## config.mk

```make
export PLATFORM = sky130hd
export DESIGN_NAME = adc_mode_sequencer
export DESIGN_NICKNAME = d
export VERILOG_FILES = /design/src/adc_seq_pkg.sv /design/src/store_if.sv /design/src/sample_store.sv /design/src/adc_mode_sequencer.sv
export VERILOG_INCLUDE_DIRS = /design/src /design/src/src
export SDC_FILE = /design/constraint.sdc
export NUM_CORES = 1
export LEC_CHECK = 0
export BUFFER_PORTS_ARGS = -buffer_cell sky130_fd_sc_hd__buf_2
export CAP_MARGIN = 20
export CORE_ASPECT_RATIO = 0.5
export CORE_MARGIN = 2
export CORE_UTILIZATION = 58
export CTS_BUF_LIST = sky130_fd_sc_hd__clkbuf_8
export DETAILED_ROUTE_END_ITERATION = 7
export PLACE_DENSITY = 0.78
export RECOVER_POWER = 25
export SLEW_MARGIN = 20
export SYNTH_ARGS = -nofsm -noshare
export SYNTH_HDL_FRONTEND = slang
export SYNTH_SLANG_ARGS = --single-unit
```

## constraint.sdc

```tcl
create_clock -name clk -period 3.4 [get_ports clk]
set_input_delay 0.34 -clock clk [delete_from_list [all_inputs] [get_ports clk]]
set_output_delay 0.34 -clock clk [all_outputs]
set_load 0.03 [all_outputs]
```

## src/adc_seq_consts.svh

```systemverilog
// Purpose: offsets, field values, reset values and timing counts
// Assumes: byte addresses on a 32-bit AHB-Lite register bus
// Notes: definitions only
`ifndef ADC_SEQ_CONSTS_SVH
`define ADC_SEQ_CONSTS_SVH
// register byte offsets
`define A_MODE 8'h00
`define A_SEQ 8'h04
`define A_BUFM 8'h08
`define A_CFG 8'h0C
`define A_STAT 8'h10
`define A_ACC0 8'h14
`define A_ACC1 8'h18
`define A_FLO 8'h1C
`define A_FHI 8'h20
`define A_BUF_HI 2'h1
// sequence control bits
`define SEQUENCE_START_BIT_BIT 0
`define SEQUENCE_ABORT_BIT_BIT 1
// operating_mode_select codes
`define M_MAN_A 3'h0
`define M_MAN_B 3'h1
`define M_SCAN_A 3'h4
`define M_SCAN_B 3'h5
`define M_AUTO 3'h6
`define M_PREC 3'h7
// buffer_fill_mode codes
`define BF_STOP 3'h0
`define BF_START 3'h1
`define BF_PRE 3'h4
`define BF_POST 3'h6
// reset values
`define MODE_RST 3'h0
`define BUFM_RST 3'h0
`define SCAN_RST 2'h3
`define DIV_RST 8'h00
// buffer and accumulation sizes
`define BUF_DEPTH 16
`define ACC_RUNS 5'h10
// timing: clock period and least scl low time before release in ns, and that low time in clocks
`define CLK_NS 25
`define STRETCH_NS 1800
`define STRETCH_CYC ((`STRETCH_NS + `CLK_NS - 1) / `CLK_NS)
`endif

```

## src/adc_seq_pkg.sv

```systemverilog
// Purpose: types shared by the sequencer and its sample store
// Assumes: nothing
// Notes: constants live in adc_seq_consts.svh
package adc_seq_pkg;
  typedef logic [11:0] sample_t;
  typedef enum logic [4:0] {
    st_idle = 5'h01,
    st_man = 5'h02,
    st_auto = 5'h04,
    st_prec = 5'h08,
    st_halt = 5'h10
  } seq_state_t;
endpackage : adc_seq_pkg

```

## src/store_if.sv

```systemverilog
// Purpose: carrier between the sequencer and its sample store
// Assumes: one clock
// Notes: ctl drives writes and the read index, mem answers
`timescale 1ns/1ps
interface store_if;
  logic wr_en;
  adc_seq_pkg::sample_t wr_data;
  logic clr;
  logic [3:0] rd_idx;
  adc_seq_pkg::sample_t rd_data;
  logic [4:0] count;
  logic full;
  modport ctl (output wr_en, wr_data, clr, rd_idx,
               input rd_data, count, full);
  modport mem (input wr_en, wr_data, clr, rd_idx,
               output rd_data, count, full);
endinterface : store_if

```

## src/sample_store.sv

```systemverilog
// Purpose: 16-entry circular result buffer
// Assumes: wr_en and clr are one-cycle strobes
// Notes: once full, new results overwrite the oldest entries
`timescale 1ns/1ps
`include "adc_seq_consts.svh"
module sample_store (
  input wire logic clk, // system clock
  input wire logic rstn, // async reset, active low
  store_if.mem sif // write and read side
);
  adc_seq_pkg::sample_t mem_q [`BUF_DEPTH];
  logic [3:0] wptr_q;
  logic [4:0] cnt_q;

  // write pointer wraps, count saturates at depth
  always_ff @(posedge clk or negedge rstn) begin
    if (!rstn) begin
      wptr_q <= 4'h0;
      cnt_q <= 5'h00;
    end else if (sif.clr) begin
      wptr_q <= 4'h0;
      cnt_q <= 5'h00;
    end else if (sif.wr_en) begin
      wptr_q <= wptr_q + 4'h1;
      if (!sif.full) cnt_q <= cnt_q + 5'h01;
    end
  end

  // storage cells
  always_ff @(posedge clk or negedge rstn) begin
    if (!rstn) begin
      for (int i = 0; i < `BUF_DEPTH; i++) mem_q[i] <= 12'h000;
    end else if (sif.wr_en && !sif.clr) begin
      mem_q[wptr_q] <= sif.wr_data;
    end
  end

  // status and read port
  assign sif.rd_data = mem_q[sif.rd_idx];
  assign sif.count = cnt_q;
  assign sif.full = (cnt_q == 5'(`BUF_DEPTH));
endmodule : sample_store

```

## src/adc_mode_sequencer.sv

```systemverilog
// Purpose: mode sequencer of a two-channel monitoring converter
// Assumes: i2c and converter strobes come from logic on clk
// Notes: registers on AHB-Lite, zero wait states, always OKAY
// Overview of operation
// modes 000b/001b: manual, converting channel zero only
// manual single: address+read starts, conversions follow scl clocks
// host ends single manual with nack and stop, then changes mode
// modes 100b/101b: manual scan, needs start bit then address+read
// host sets abort bit before leaving manual scan
// any register read aborts the manual scan
// manual mode uses fast oscillator and ignores the divider
// manual rate is 1000 / (18 scl periods + k) kSPS
// scl low under 1.8 us is stretched to 1.8 us
// two-channel scan returns channel zero then channel one, alternating
// mode 110b: host starts first conversion, oscillator paces the rest
// host clears crossing flags by writing 03h
// host should abort before changing mode or configuration
// fill mode 100b: store until crossing, keep last 16, stop
// pre-alert fill overwrites oldest entries beyond 16
// abort in pre/post fill stops sequence and storing
// fill mode 110b: store sixteen results after crossing, then halt
// fill mode 001b: start fills buffer, halts when full
// fill mode 000b: fill continuously until abort, overwrite oldest
// mode 111b: start accumulates, stops after 16 or abort
// one accumulator per channel sums sixteen 12-bit results
// abort before busy falls leaves accumulations invalid
// high precision: data reads over i2c return zeros
// after reset: manual mode, dual-channel, channel zero first
// busy high during accumulation, low when all channels done
//
// Chosen here: the placing of the registers and the AHB-Lite slave port.
`timescale 1ns/1ps
`include "adc_seq_consts.svh"
module adc_mode_sequencer (
  input wire logic clk, // 40 MHz system clock
  input wire logic rstn, // async reset, active low
  input wire logic hsel, // ahb slave select
  input wire logic [31:0] haddr, // ahb address
  input wire logic [1:0] htrans, // ahb transfer type
  input wire logic hwrite, // ahb write
  input wire logic [2:0] hsize, // ahb size, word only
  input wire logic [31:0] hwdata, // ahb write data
  input wire logic hready, // ahb bus ready
  output logic hreadyout, // ahb slave ready
  output logic hresp, // ahb response
  output logic [31:0] hrdata, // ahb read data
  input wire logic i2c_addr_rd, // device address with read bit seen
  input wire logic i2c_next, // host clocked out a sample
  input wire logic i2c_nack_stop, // nack then stop seen
  input wire logic i2c_reg_rd, // register read command seen
  output logic [11:0] i2c_sample, // result for the i2c shifter
  input wire logic scl_in, // scl pin level
  output logic scl_out, // scl drive level
  output logic scl_oe, // scl pulled low while high
  output logic conv_start, // converter start strobe
  output logic conv_ch, // channel of that conversion
  input wire logic conv_done, // converter result strobe
  input wire logic [11:0] conv_data, // converter result
  output logic osc_low, // use slow oscillator
  output logic [7:0] clk_div, // conversion clock divider
  input wire logic [1:0] cross_lo, // low crossing per channel
  input wire logic [1:0] cross_hi, // high crossing per channel
  output logic busy_rdy // high while accumulating
);
  adc_seq_pkg::seq_state_t state_q, state_d;
  logic [2:0] mode_q, bufm_q;
  logic [1:0] scan_q, accumulator_enable_q, flo_q, fhi_q;
  logic osc_q, armed_q, post_q, pend_q, chan_q, acc_ok_q;
  logic [7:0] div_q, div_cnt_q, low_cnt_q;
  logic [15:0] acc0_q, acc1_q;
  logic [4:0] cnt0_q, cnt1_q;
  logic [11:0] smp_q;
  logic scl_s1_q, scl_s2_q, wr_q, conv_go_q, conv_ch_q;
  logic [7:0] wa_q;
  logic [31:0] hrdata_q;
  logic [31:0] rd_mux;
  store_if sif ();

  function automatic logic [15:0] acc_add(input logic [15:0] a,
                                          input logic [11:0] d);
    acc_add = a + {4'h0, d};
  endfunction : acc_add

  sample_store u_store (.clk(clk), .rstn(rstn), .sif(sif));

  // mode decode
  wire is_man1 = (mode_q == `M_MAN_A) || (mode_q == `M_MAN_B);
  wire is_scan = (mode_q == `M_SCAN_A) || (mode_q == `M_SCAN_B);
  wire is_auto = (mode_q == `M_AUTO);
  wire is_prec = (mode_q == `M_PREC);
  wire is_man = is_man1 || is_scan;
  wire in_idle = (state_q == adc_seq_pkg::st_idle);
  wire in_man = (state_q == adc_seq_pkg::st_man);
  wire in_auto = (state_q == adc_seq_pkg::st_auto);
  wire in_prec = (state_q == adc_seq_pkg::st_prec);
  wire in_halt = (state_q == adc_seq_pkg::st_halt);
  wire can_start = in_idle || in_halt;

  // bus decode
  wire addr_ph = hsel && htrans[1] && hready;
  wire wr_a = wr_q && (wa_q == `A_SEQ);
  wire start_p = wr_a && hwdata[`SEQUENCE_START_BIT_BIT];
  wire abort_p = wr_a && hwdata[`SEQUENCE_ABORT_BIT_BIT];
  wire [1:0] flag_clr_lo = (wr_q && wa_q == `A_FLO) ? hwdata[1:0] : 2'h0;
  wire [1:0] flag_clr_hi = (wr_q && wa_q == `A_FHI) ? hwdata[1:0] : 2'h0;

  // channel plan, power-up plan scans both from channel zero
  wire [1:0] scan_eff = (scan_q == 2'h0) ? 2'h1 : scan_q;
  wire both_ch = (scan_eff == 2'h3) && !is_man1;
  wire first_ch = (scan_eff == 2'h2) && !is_man1;
  wire alert = |((flo_q | fhi_q) & scan_eff);
  wire full = sif.full;

  // conversion starts: i2c paced in manual, divider paced otherwise
  wire man_entry = can_start && i2c_addr_rd &&
                   (is_man1 || (is_scan && armed_q));
  wire man_go = man_entry ||
                (in_man && (i2c_next || i2c_addr_rd));
  wire run_start = can_start && start_p && (is_auto || is_prec);
  wire tick = (div_cnt_q == div_q);
  // no paced start in the cycle that leaves the run, so a full or
  // finished run never launches one conversion too many
  wire run_go = (in_auto || in_prec) && tick && !pend_q &&
                (state_d == state_q);
  wire go = man_go || run_start || run_go;

  // buffer rules per fill mode
  wire store_ok = (bufm_q != `BF_POST) || post_q;
  wire auto_stop = ((bufm_q == `BF_PRE) && alert) ||
                   ((bufm_q == `BF_POST) && post_q && full) ||
                   ((bufm_q == `BF_START) && full);
  assign sif.wr_en = in_auto && conv_done && store_ok;
  assign sif.wr_data = conv_data;
  assign sif.clr = run_start && is_auto;
  assign sif.rd_idx = haddr[5:2];

  // accumulation end: every scanned channel holds sixteen sums
  wire acc_done = (!scan_eff[0] || cnt0_q == `ACC_RUNS) &&
                  (!scan_eff[1] || cnt1_q == `ACC_RUNS);

  // next state
  always_comb begin
    state_d = state_q;
    unique case (state_q)
      adc_seq_pkg::st_idle, adc_seq_pkg::st_halt: begin
        if (abort_p) state_d = adc_seq_pkg::st_idle;
        else if (man_entry) state_d = adc_seq_pkg::st_man;
        else if (run_start && is_auto) state_d = adc_seq_pkg::st_auto;
        else if (run_start) state_d = adc_seq_pkg::st_prec;
      end
      adc_seq_pkg::st_man: begin
        if (i2c_nack_stop) state_d = adc_seq_pkg::st_idle;
        else if (is_scan && (abort_p || i2c_reg_rd))
          state_d = adc_seq_pkg::st_idle;
      end
      adc_seq_pkg::st_auto: begin
        if (abort_p) state_d = adc_seq_pkg::st_idle;
        else if (auto_stop) state_d = adc_seq_pkg::st_halt;
      end
      adc_seq_pkg::st_prec: begin
        if (abort_p) state_d = adc_seq_pkg::st_idle;
        else if (acc_done) state_d = adc_seq_pkg::st_halt;
      end
      default: state_d = adc_seq_pkg::st_idle;
    endcase
  end

  // sequencer state
  always_ff @(posedge clk or negedge rstn) begin
    if (!rstn) state_q <= adc_seq_pkg::st_idle;
    else state_q <= state_d;
  end

  // scan arming: start bit arms, abort or register read disarms
  always_ff @(posedge clk or negedge rstn) begin
    if (!rstn) armed_q <= 1'h0;
    else if (abort_p || (is_scan && i2c_reg_rd)) armed_q <= 1'h0;
    else if (start_p && is_scan) armed_q <= 1'h1;
  end

  // oscillator pacing and pending conversion
  always_ff @(posedge clk or negedge rstn) begin
    if (!rstn) begin
      div_cnt_q <= 8'h00;
      pend_q <= 1'h0;
    end else begin
      div_cnt_q <= (tick || !(in_auto || in_prec)) ? 8'h00
                                                   : div_cnt_q + 8'h01;
      pend_q <= go || (pend_q && !conv_done);
    end
  end

  // start strobe and channel pointer
  always_ff @(posedge clk or negedge rstn) begin
    if (!rstn) begin
      conv_go_q <= 1'h0;
      conv_ch_q <= 1'h0;
      chan_q <= 1'h0;
    end else begin
      conv_go_q <= go;
      if (go) conv_ch_q <= is_man1 ? 1'h0 : chan_q;
      if (state_d == adc_seq_pkg::st_idle || run_start) chan_q <= first_ch;
      else if (conv_done && both_ch) chan_q <= !chan_q;
    end
  end

  // post-alert arming
  always_ff @(posedge clk or negedge rstn) begin
    if (!rstn) post_q <= 1'h0;
    else if (run_start || !in_auto) post_q <= 1'h0;
    else if (alert && bufm_q == `BF_POST) post_q <= 1'h1;
  end

  // per-channel accumulators
  always_ff @(posedge clk or negedge rstn) begin
    if (!rstn) begin
      acc0_q <= 16'h0000;
      acc1_q <= 16'h0000;
      cnt0_q <= 5'h00;
      cnt1_q <= 5'h00;
    end else if (run_start) begin
      acc0_q <= 16'h0000;
      acc1_q <= 16'h0000;
      cnt0_q <= 5'h00;
      cnt1_q <= 5'h00;
    end else if (in_prec && conv_done && !abort_p) begin
      if (!conv_ch_q && cnt0_q != `ACC_RUNS) begin
        if (accumulator_enable_q[0]) acc0_q <= acc_add(acc0_q, conv_data);
        cnt0_q <= cnt0_q + 5'h01;
      end
      if (conv_ch_q && cnt1_q != `ACC_RUNS) begin
        if (accumulator_enable_q[1]) acc1_q <= acc_add(acc1_q, conv_data);
        cnt1_q <= cnt1_q + 5'h01;
      end
    end
  end

  // result validity follows a clean finish
  always_ff @(posedge clk or negedge rstn) begin
    if (!rstn) acc_ok_q <= 1'h0;
    else if (run_start || abort_p) acc_ok_q <= 1'h0;
    else if (in_prec && acc_done) acc_ok_q <= 1'h1;
  end

  // i2c data path, zero in high precision
  always_ff @(posedge clk or negedge rstn) begin
    if (!rstn) smp_q <= 12'h000;
    else if (is_prec) smp_q <= 12'h000;
    else if (in_man && conv_done) smp_q <= conv_data;
  end

  // scl synchroniser and low-time counter
  always_ff @(posedge clk or negedge rstn) begin
    if (!rstn) begin
      scl_s1_q <= 1'h1;
      scl_s2_q <= 1'h1;
      low_cnt_q <= 8'h00;
    end else begin
      scl_s1_q <= scl_in;
      scl_s2_q <= scl_s1_q;
      if (scl_s2_q) low_cnt_q <= 8'h00;
      else if (low_cnt_q != 8'(`STRETCH_CYC))
        low_cnt_q <= low_cnt_q + 8'h01;
    end
  end

  // crossing flags: set wins over a write-one clear
  always_ff @(posedge clk or negedge rstn) begin
    if (!rstn) begin
      flo_q <= 2'h0;
      fhi_q <= 2'h0;
    end else begin
      flo_q <= (flo_q & ~flag_clr_lo) | cross_lo;
      fhi_q <= (fhi_q & ~flag_clr_hi) | cross_hi;
    end
  end

  // ahb address phase capture and read data
  always_ff @(posedge clk or negedge rstn) begin
    if (!rstn) begin
      wr_q <= 1'h0;
      wa_q <= 8'h00;
      hrdata_q <= 32'h0000_0000;
    end else begin
      wr_q <= addr_ph && hwrite;
      wa_q <= haddr[7:0];
      if (addr_ph && !hwrite) hrdata_q <= rd_mux;
    end
  end

  // configuration registers
  always_ff @(posedge clk or negedge rstn) begin
    if (!rstn) begin
      mode_q <= `MODE_RST;
      bufm_q <= `BUFM_RST;
      scan_q <= `SCAN_RST;
      osc_q <= 1'h0;
      div_q <= `DIV_RST;
      accumulator_enable_q <= 2'h0;
    end else if (wr_q) begin
      if (wa_q == `A_MODE) mode_q <= hwdata[2:0];
      if (wa_q == `A_BUFM) bufm_q <= hwdata[2:0];
      if (wa_q == `A_CFG) begin
        scan_q <= hwdata[1:0];
        osc_q <= hwdata[4];
        div_q <= hwdata[15:8];
        accumulator_enable_q <= hwdata[17:16];
      end
    end
  end

  // read selection, unmapped words read zero
  wire [31:0] stat_w = {17'h0_0000, acc_ok_q, full, sif.count,
                        busy_rdy, 2'h0, state_q};
  wire [31:0] cfg_w = {14'h0000, accumulator_enable_q, div_q, 3'h0, osc_q,
                       2'h0, scan_q};
  wire [7:0] ra = haddr[7:0];
  assign rd_mux =
    (ra[7:6] == `A_BUF_HI) ? {20'h0_0000, sif.rd_data} :
    (ra == `A_MODE) ? {29'h0000_0000, mode_q} :
    (ra == `A_SEQ) ? {30'h0000_0000, !in_idle, armed_q} :
    (ra == `A_BUFM) ? {29'h0000_0000, bufm_q} :
    (ra == `A_CFG) ? cfg_w :
    (ra == `A_STAT) ? stat_w :
    (ra == `A_ACC0) ? {16'h0000, acc0_q} :
    (ra == `A_ACC1) ? {16'h0000, acc1_q} :
    (ra == `A_FLO) ? {30'h0000_0000, flo_q} :
    (ra == `A_FHI) ? {30'h0000_0000, fhi_q} : 32'h0000_0000;

  // outputs
  assign hreadyout = 1'h1;
  assign hresp = 1'h0;
  assign hrdata = hrdata_q;
  assign i2c_sample = smp_q;
  assign conv_start = conv_go_q;
  assign conv_ch = conv_ch_q;
  assign osc_low = osc_q && !is_man;
  assign clk_div = is_man ? 8'h00 : div_q;
  assign busy_rdy = in_prec;
  assign scl_out = 1'h0;
  assign scl_oe = is_man && in_man && !scl_s2_q &&
                  (low_cnt_q < 8'(`STRETCH_CYC));
endmodule : adc_mode_sequencer

```

Word-level counts from Yosys, hierarchy flattened
Index checks and enable logic that the tools add are counted.

word-level totals
  word-level logic and storage cells = 282
  input bits = 96
  flip-flop bits (word level) = 349
  output and inout port bits = 60

cells by class
  add/sub/neg operators = 8
  mux-type cells = 64
  reductions and logical operators = 110
  equal/unequal tests = 40
  bitwise operators = 10
  magnitude comparators = 4

operators with widths
  operator                                                               number
  192-bit bitwise mux                                                    1
  16-bit 2-to-1 mux                                                      11
  5-bit 2-to-1 mux                                                       19
  18-bit 2-to-1 mux                                                      5
  12-bit 2-to-1 mux                                                      5
  12-bit binary-select mux with 4-bit select                             1
  12-bit demux with 4-bit select                                         1
  1-bit logical AND                                                      46
  8-bit by 5-bit equality test with 1-bit output, second input constant  5
  16-bit by 12-bit adder with 16-bit output                              2
  8-bit by 4-bit equality test with 1-bit output, second input constant  4
  8-bit 2-to-1 mux                                                       4
  2-bit nonzero test                                                     12
  1-bit logical OR                                                       23
  5-bit equality test, second input constant                             4
  5-bit one-hot mux with 4 select lines                                  1
  3-bit equality test, second input constant                             6
  8-bit by 1-bit adder with 8-bit output, second input constant          2
  8-bit by 3-bit equality test with 1-bit output, second input constant  2
  8-bit by 6-bit equality test with 1-bit output, second input constant  2
  8-bit zero test                                                        2
  5-bit by 1-bit adder with 5-bit output, second input constant          3
  1-bit zero test                                                        15
  2-bit AND reduction                                                    6
  other kinds (28)                                                       54

Longest topological paths before layout
  word-level depth = 14
  gate-level depth with buffers = 10
  gate-level depth less buffers = 9

Hierarchy
Synthesis repeated with hierarchy kept, for this count alone.

second synthesis, totals
  cell total of the unflattened synthesis = 1363
  area total of the unflattened synthesis = 16693.5 um^2

by module, submodules not included
  module              cells an instance  sequential area each (um^2)  area each (um^2)  instances
  sample_store        588                5029.8                       9218.8            1
  adc_mode_sequencer  775                3359.5                       7474.7            1

Worst setup path before layout
OpenSTA, ideal clock, no wires.

  kind = register to register
  start point = reg acc1_q[1]
  end point = reg acc1_q[13]
  setup slack = 0.973 ns
  buffers on the path = 0
  period minus slack after synthesis = 2.427 ns
  cell stages (with the launch flop) = 9
  required time = 3.281 ns
  library setup time = 0.119 ns
  arrival = 2.308 ns
  cell sequence = dfrtp_1 ha_1 a21o_1 a21o_1 a2111oi_0 o22ai_1 a311oi_1 nor3_1 o21ba_2

on the way
  word-level cells in the longest chain between the ends = 5

ends and longest elaborated chain
  item                                       line                       RTL
  start: declaration                         adc_mode_sequencer.sv:70   logic [15:0] acc0_q, acc1_q;
  start signal: assignment                   adc_mode_sequencer.sv:232  if (accumulator_enable_q[1]) acc1_q <= acc_add(acc1_q, conv_data);
  16-bit by 12-bit adder with 16-bit output  adc_mode_sequencer.sv:81   acc_add = a + {4'h0, d};
  16-bit 2-to-1 mux                          adc_mode_sequencer.sv:232
  16-bit 2-to-1 mux                          adc_mode_sequencer.sv:231  if (conv_ch_q && cnt1_q != `ACC_RUNS) begin
  16-bit 2-to-1 mux                          adc_mode_sequencer.sv:226  end else if (in_prec && conv_done && !abort_p) begin
  16-bit 2-to-1 mux                          adc_mode_sequencer.sv:221  end else if (run_start) begin

No other way between the ends. The select of a mux whose other input is x is not followed.
A chain may end at the register's enable or synchronous reset.

Final worst setup path
  start point = in haddr[3]
  end point = reg hrdata_q[2] (netlist: hrdata[2])

on the way
  word-level cells in the longest chain between the ends = 9
  elaborated cells between the ends (all ways) = 19
  classes of those cells = 6 x eq/ne; 11 x mux; 1 x bitwise; 1 x reduce/logical

ends and longest elaborated chain
  item                                                      line                       RTL
  start: declaration                                        adc_mode_sequencer.sv:38   input wire logic [31:0] haddr,
  8-bit by 5-bit equality test with 1-bit output (no line)  n/a
  16-bit 2-to-1 mux                                         adc_mode_sequencer.sv:326  (ra == `A_ACC1) ? {16'h0000, acc1_q} :
  16-bit 2-to-1 mux                                         adc_mode_sequencer.sv:325  (ra == `A_ACC0) ? {16'h0000, acc0_q} :
  16-bit 2-to-1 mux                                         adc_mode_sequencer.sv:324  (ra == `A_STAT) ? stat_w :
  18-bit 2-to-1 mux                                         adc_mode_sequencer.sv:323  (ra == `A_CFG) ? cfg_w :
  18-bit 2-to-1 mux                                         adc_mode_sequencer.sv:322  (ra == `A_BUFM) ? {29'h0000_0000, bufm_q} :
  18-bit 2-to-1 mux                                         adc_mode_sequencer.sv:321  (ra == `A_SEQ) ? {30'h0000_0000, !in_idle, armed_q} :
  18-bit 2-to-1 mux                                         adc_mode_sequencer.sv:320  (ra == `A_MODE) ? {29'h0000_0000, mode_q} :
  18-bit 2-to-1 mux *                                       adc_mode_sequencer.sv:319  (ra[7:6] == `A_BUF_HI) ? {20'h0_0000, sif.rd_data} :
  end signal: assignment                                    adc_mode_sequencer.sv:287  if (addr_ph && !hwrite) hrdata_q <= rd_mux;
  end: declaration                                          adc_mode_sequencer.sv:75   logic [31:0] hrdata_q;

Mark *: on every way between the ends. The rest lies on a longest branch, timed or not. The select of a mux whose other input is x is not followed.

==> impl_metrics.csv <==
group,metric,value,unit
status,outcome,"complete, but fails checks",
status,violations,"capacitance limit, slew limit",
cells_and_area,area.growth.synth_to_final,11.35,%
route,initialDrtViolationCount,1013,
critical_path,critical_path.cell_chain,"buf_2 > clkbuf_2 > mux4_2 > mux4_2 > a221oi_1 > o21ai_0",
synthesis,netlist_area,0.01702,mm^2
floorplan,die_area,0.03082,mm^2
critical_path,crit_required,3.87,ns
floorplan,ioPinCount,156,
floorplan,start_util,58.79,%
timing,setup_viol,0,
grt,grt_pass1_vias,11910,
timing,max_freq,0.3087,GHz
timing,tightest_slew,2.594,ns
route,wl_per_cell,21.52,um
critical_path,crit_path_start_kind,"input pin",
cells_and_area,final_cell_mix,"dfrtp_1, mux2_2, buf_2, nand2_1, mux2_1",
pwr,p_leak,9.299,nW
timing,slew_viol_final,195,
placement,gp_congestion,0.9407,
placement,hpwl,27560,um
critical_path,cp_common_cell,"mux4_2",
timing,skew,0.02812,ns
synthesis,synth-async-reset-ratio,100.0,%
cells_and_area,final_common_cell,"dfrtp_1",
clock_network,path_clk_slew,0.07,ns
critical_path,path_max_fanout,73,
critical_path,path_class,"input pin to register",
clock_network,clk_latency,0.62,ns
synthesis,yosysWarnings,0,
route,drt-vias-per-instance,6.113,
floorplan,die_w,246.3,um
cells_and_area,postLayoutCoreUtil,65.46,%
cells_and_area,final_nets,1599,
critical_path,crit_buf_inv,2,
route,route.detailed.drc,0,
pwr,power_density,441.7,mW/mm^2
critical_path,r2r-end,"u_store.mem_q[0]$_DFFE_PN0P_",
clock_network,cts_setup_buffers,0,
critical_path,r2r_slack,0.39,ns
route,wirelength,40510,um
timing,min_period_over_period,95.29,%
synthesis,syn_inst,1350,
cells_and_area,antennaDiodeCount,0,
synthesis,seq_area_frac_synth,49.28,%
synthesis,yosys_register_bits,335,
critical_path,worst_setup_path_end_kind,"register",
timing,hold_violations,0,
critical_path,r2r-start,"state_q[4]$_DFF_PN0_",
clock_network,cts.sinks,335,
critical_path,worstSetupStartpoint,"haddr[3]",
synthesis,synth-main-ff-cell,"dfrtp_1",
critical_path,crit_slowest_cell,"clkbuf_2",
grt,grt_pass1_wl,65780,um
synthesis,synth_edf_count,0,
timing,relSlewSlack,-72.96,%
clock_network,htreeDepth,2,
route,first_pass_iters,5,
clock_network,numCtsBuffers,48,
route,num_vias,11510,
placement,port_buffers,92,
floorplan,die_y,125.1,um
synthesis,synth_cell_types,78,
timing,final.setup.tns,0,ns
critical_path,arrival,3.71,ns
grt,antenna_found_initial,0,
critical_path,path_delay_family,"buffers and inverters",
synthesis,postSynthAreaPerCell,12.61,um^2
clock_network,cts.path.max_buffers,3,
cells_and_area,drive_gt1_share,27.43,%
grt,grt_util_all_layers,27.36,%
critical_path,critPathMaxStageDelay,1.54,ns
grt,grt_max_degree,102,
floorplan,num_rows,44,
timing,period_minus_slack,3.240,ns
hold_path,hold_class,"input pin to register",
critical_path,crit_cells,6,
flow_run,maxCapViolCount,3,
critical_path,rr_worst_depth,7,
grt,grt.overflow.total,0,
floorplan,core_area,0.02896,mm^2
timing,rsz0062_at_grt,"no",
clock_network,cts_tree,"built",
critical_path,crit_end,"hrdata[2]$_DFFE_PN0P_",
clock_network,root_buffer,"clkbuf_8",
pwr,vdd_ir_drop_max,0.2509,mV
route,ant_nets,0,
## metrics by stage
step                      power, mW  instance area [um^2]  hold WS (ns)  cells  setup WS [ns]
after floorplan               4.858                 17080       0.04441   1365         0.9733
after global placement        5.180                 17810        0.3470   1781         0.4207
after detailed placement      5.217                 17810        0.3543   1781         0.4149
after CTS                     8.423                 18990      0.007932   1882         0.4289
after global routing          8.713                 18960       0.03472   1882         0.1316
final                         8.372                 18960       0.03456   1882         0.1602
## report_power, final
part | switching (mW) | total (mW) | internal (mW)
sequential | 0.105 | 4.21 | 4.10
clock | 1.57 | 3.20 | 1.63
combinational | 0.637 | 0.970 | 0.333
total | 2.31 | 8.37 | 6.07
## kinds of logic after synthesis
| kind of cell | share of synthesized area [%] |
|---|---|
| flops | 49.28 |
| simple gates | 9.533 |
| mux | 23.85 |
| compound gates | 7.864 |
| buf+inv | 3.543 |
| xor+xnor | 2.933 |
| fa+ha+maj | 2.955 |
| other cells | 0.04411 |
## routing by layer
layer	vias up	track usage, %	share of wire (%)
met5	-	0	0
met4	0	8.009	2.1
met3	73	5.174	5.9
met2	399	43.04	47
met1	5912	39.22	45
li1	5121	-	-
## repair_timing
item | in CTS | in global routing
resized for setup | 0 | 0
hold buffers | 24 | 0
hold endpoints to repair | 120 | 0
## flip-flops by register name (all words and copies together) (netlist names), 2 cells and up
signal,flops
wa_q,8
u_store.sif.count,5
div_q,8
mode_q,3
u_store.mem_q,192
i2c_sample,12
acc1_q,16
acc0_q,16
state_q,5
bufm_q,3
scan_q,2
fhi_q,2
accumulator_enable_q,2
cnt0_q,5
cnt1_q,5
low_cnt_q,8
u_store.wptr_q,4
flo_q,2
hrdata,18
div_cnt_q,8
## worst min path at each step
stage | end | slack (ns) | cells after the start | start
after floorplan | acc0_q[0]$_DFFE_PN0P_ | 0.04 | 0 | rstn
after global placement | scl_s2_q$_DFF_PN1_ | 0.35 | 0 | scl_s1_q$_DFF_PN1_
after detailed placement | scl_s2_q$_DFF_PN1_ | 0.35 | 0 | scl_s1_q$_DFF_PN1_
after CTS | wr_q$_DFF_PN0_ | 0.008 | 2 | hsel
after global routing | wr_q$_DFF_PN0_ | 0.03 | 2 | hsel
final | wr_q$_DFF_PN0_ | 0.03 | 2 | hsel
## synth_stat cells, drive strengths merged, types with 8 or more instances
master | count | share of area [%]
mux2 | 213 | 15
and3 | 8 | 0.29
a21oi | 33 | 0.97
a22o | 15 | 0.77
dfrtp | 330 | 49
buf | 51 | 2.1
nor4 | 9 | 0.46
a22oi | 10 | 0.44
a21o | 16 | 0.71
and2 | 16 | 0.59
nor3 | 9 | 0.43
xor2 | 42 | 2.2
xnor2 | 15 | 0.77
nor2b | 14 | 0.51
o21ai | 77 | 2.3
ha | 37 | 2.7
clkbuf | 44 | 0.97
inv | 23 | 0.51
nand2 | 88 | 2.1
mux4 | 60 | 7.9
nor2 | 68 | 1.5
nand3 | 34 | 1.0
nand4 | 16 | 0.62
mux2i | 16 | 0.94
## area by class of cell
cell class / instances / area, um^2
flip-flops and latches: 335 / 8389
inverters: 23 / 86.33
repair buffers: 144 / 965.9
fillers: 2054 / 10000
multi-input cells: 912 / 8088
clock inverters: 15 / 83.83
well taps: 391 / 489.2
clock buffers: 62 / 853.3
No activity file was read; power rests on OpenSTA's default activity.
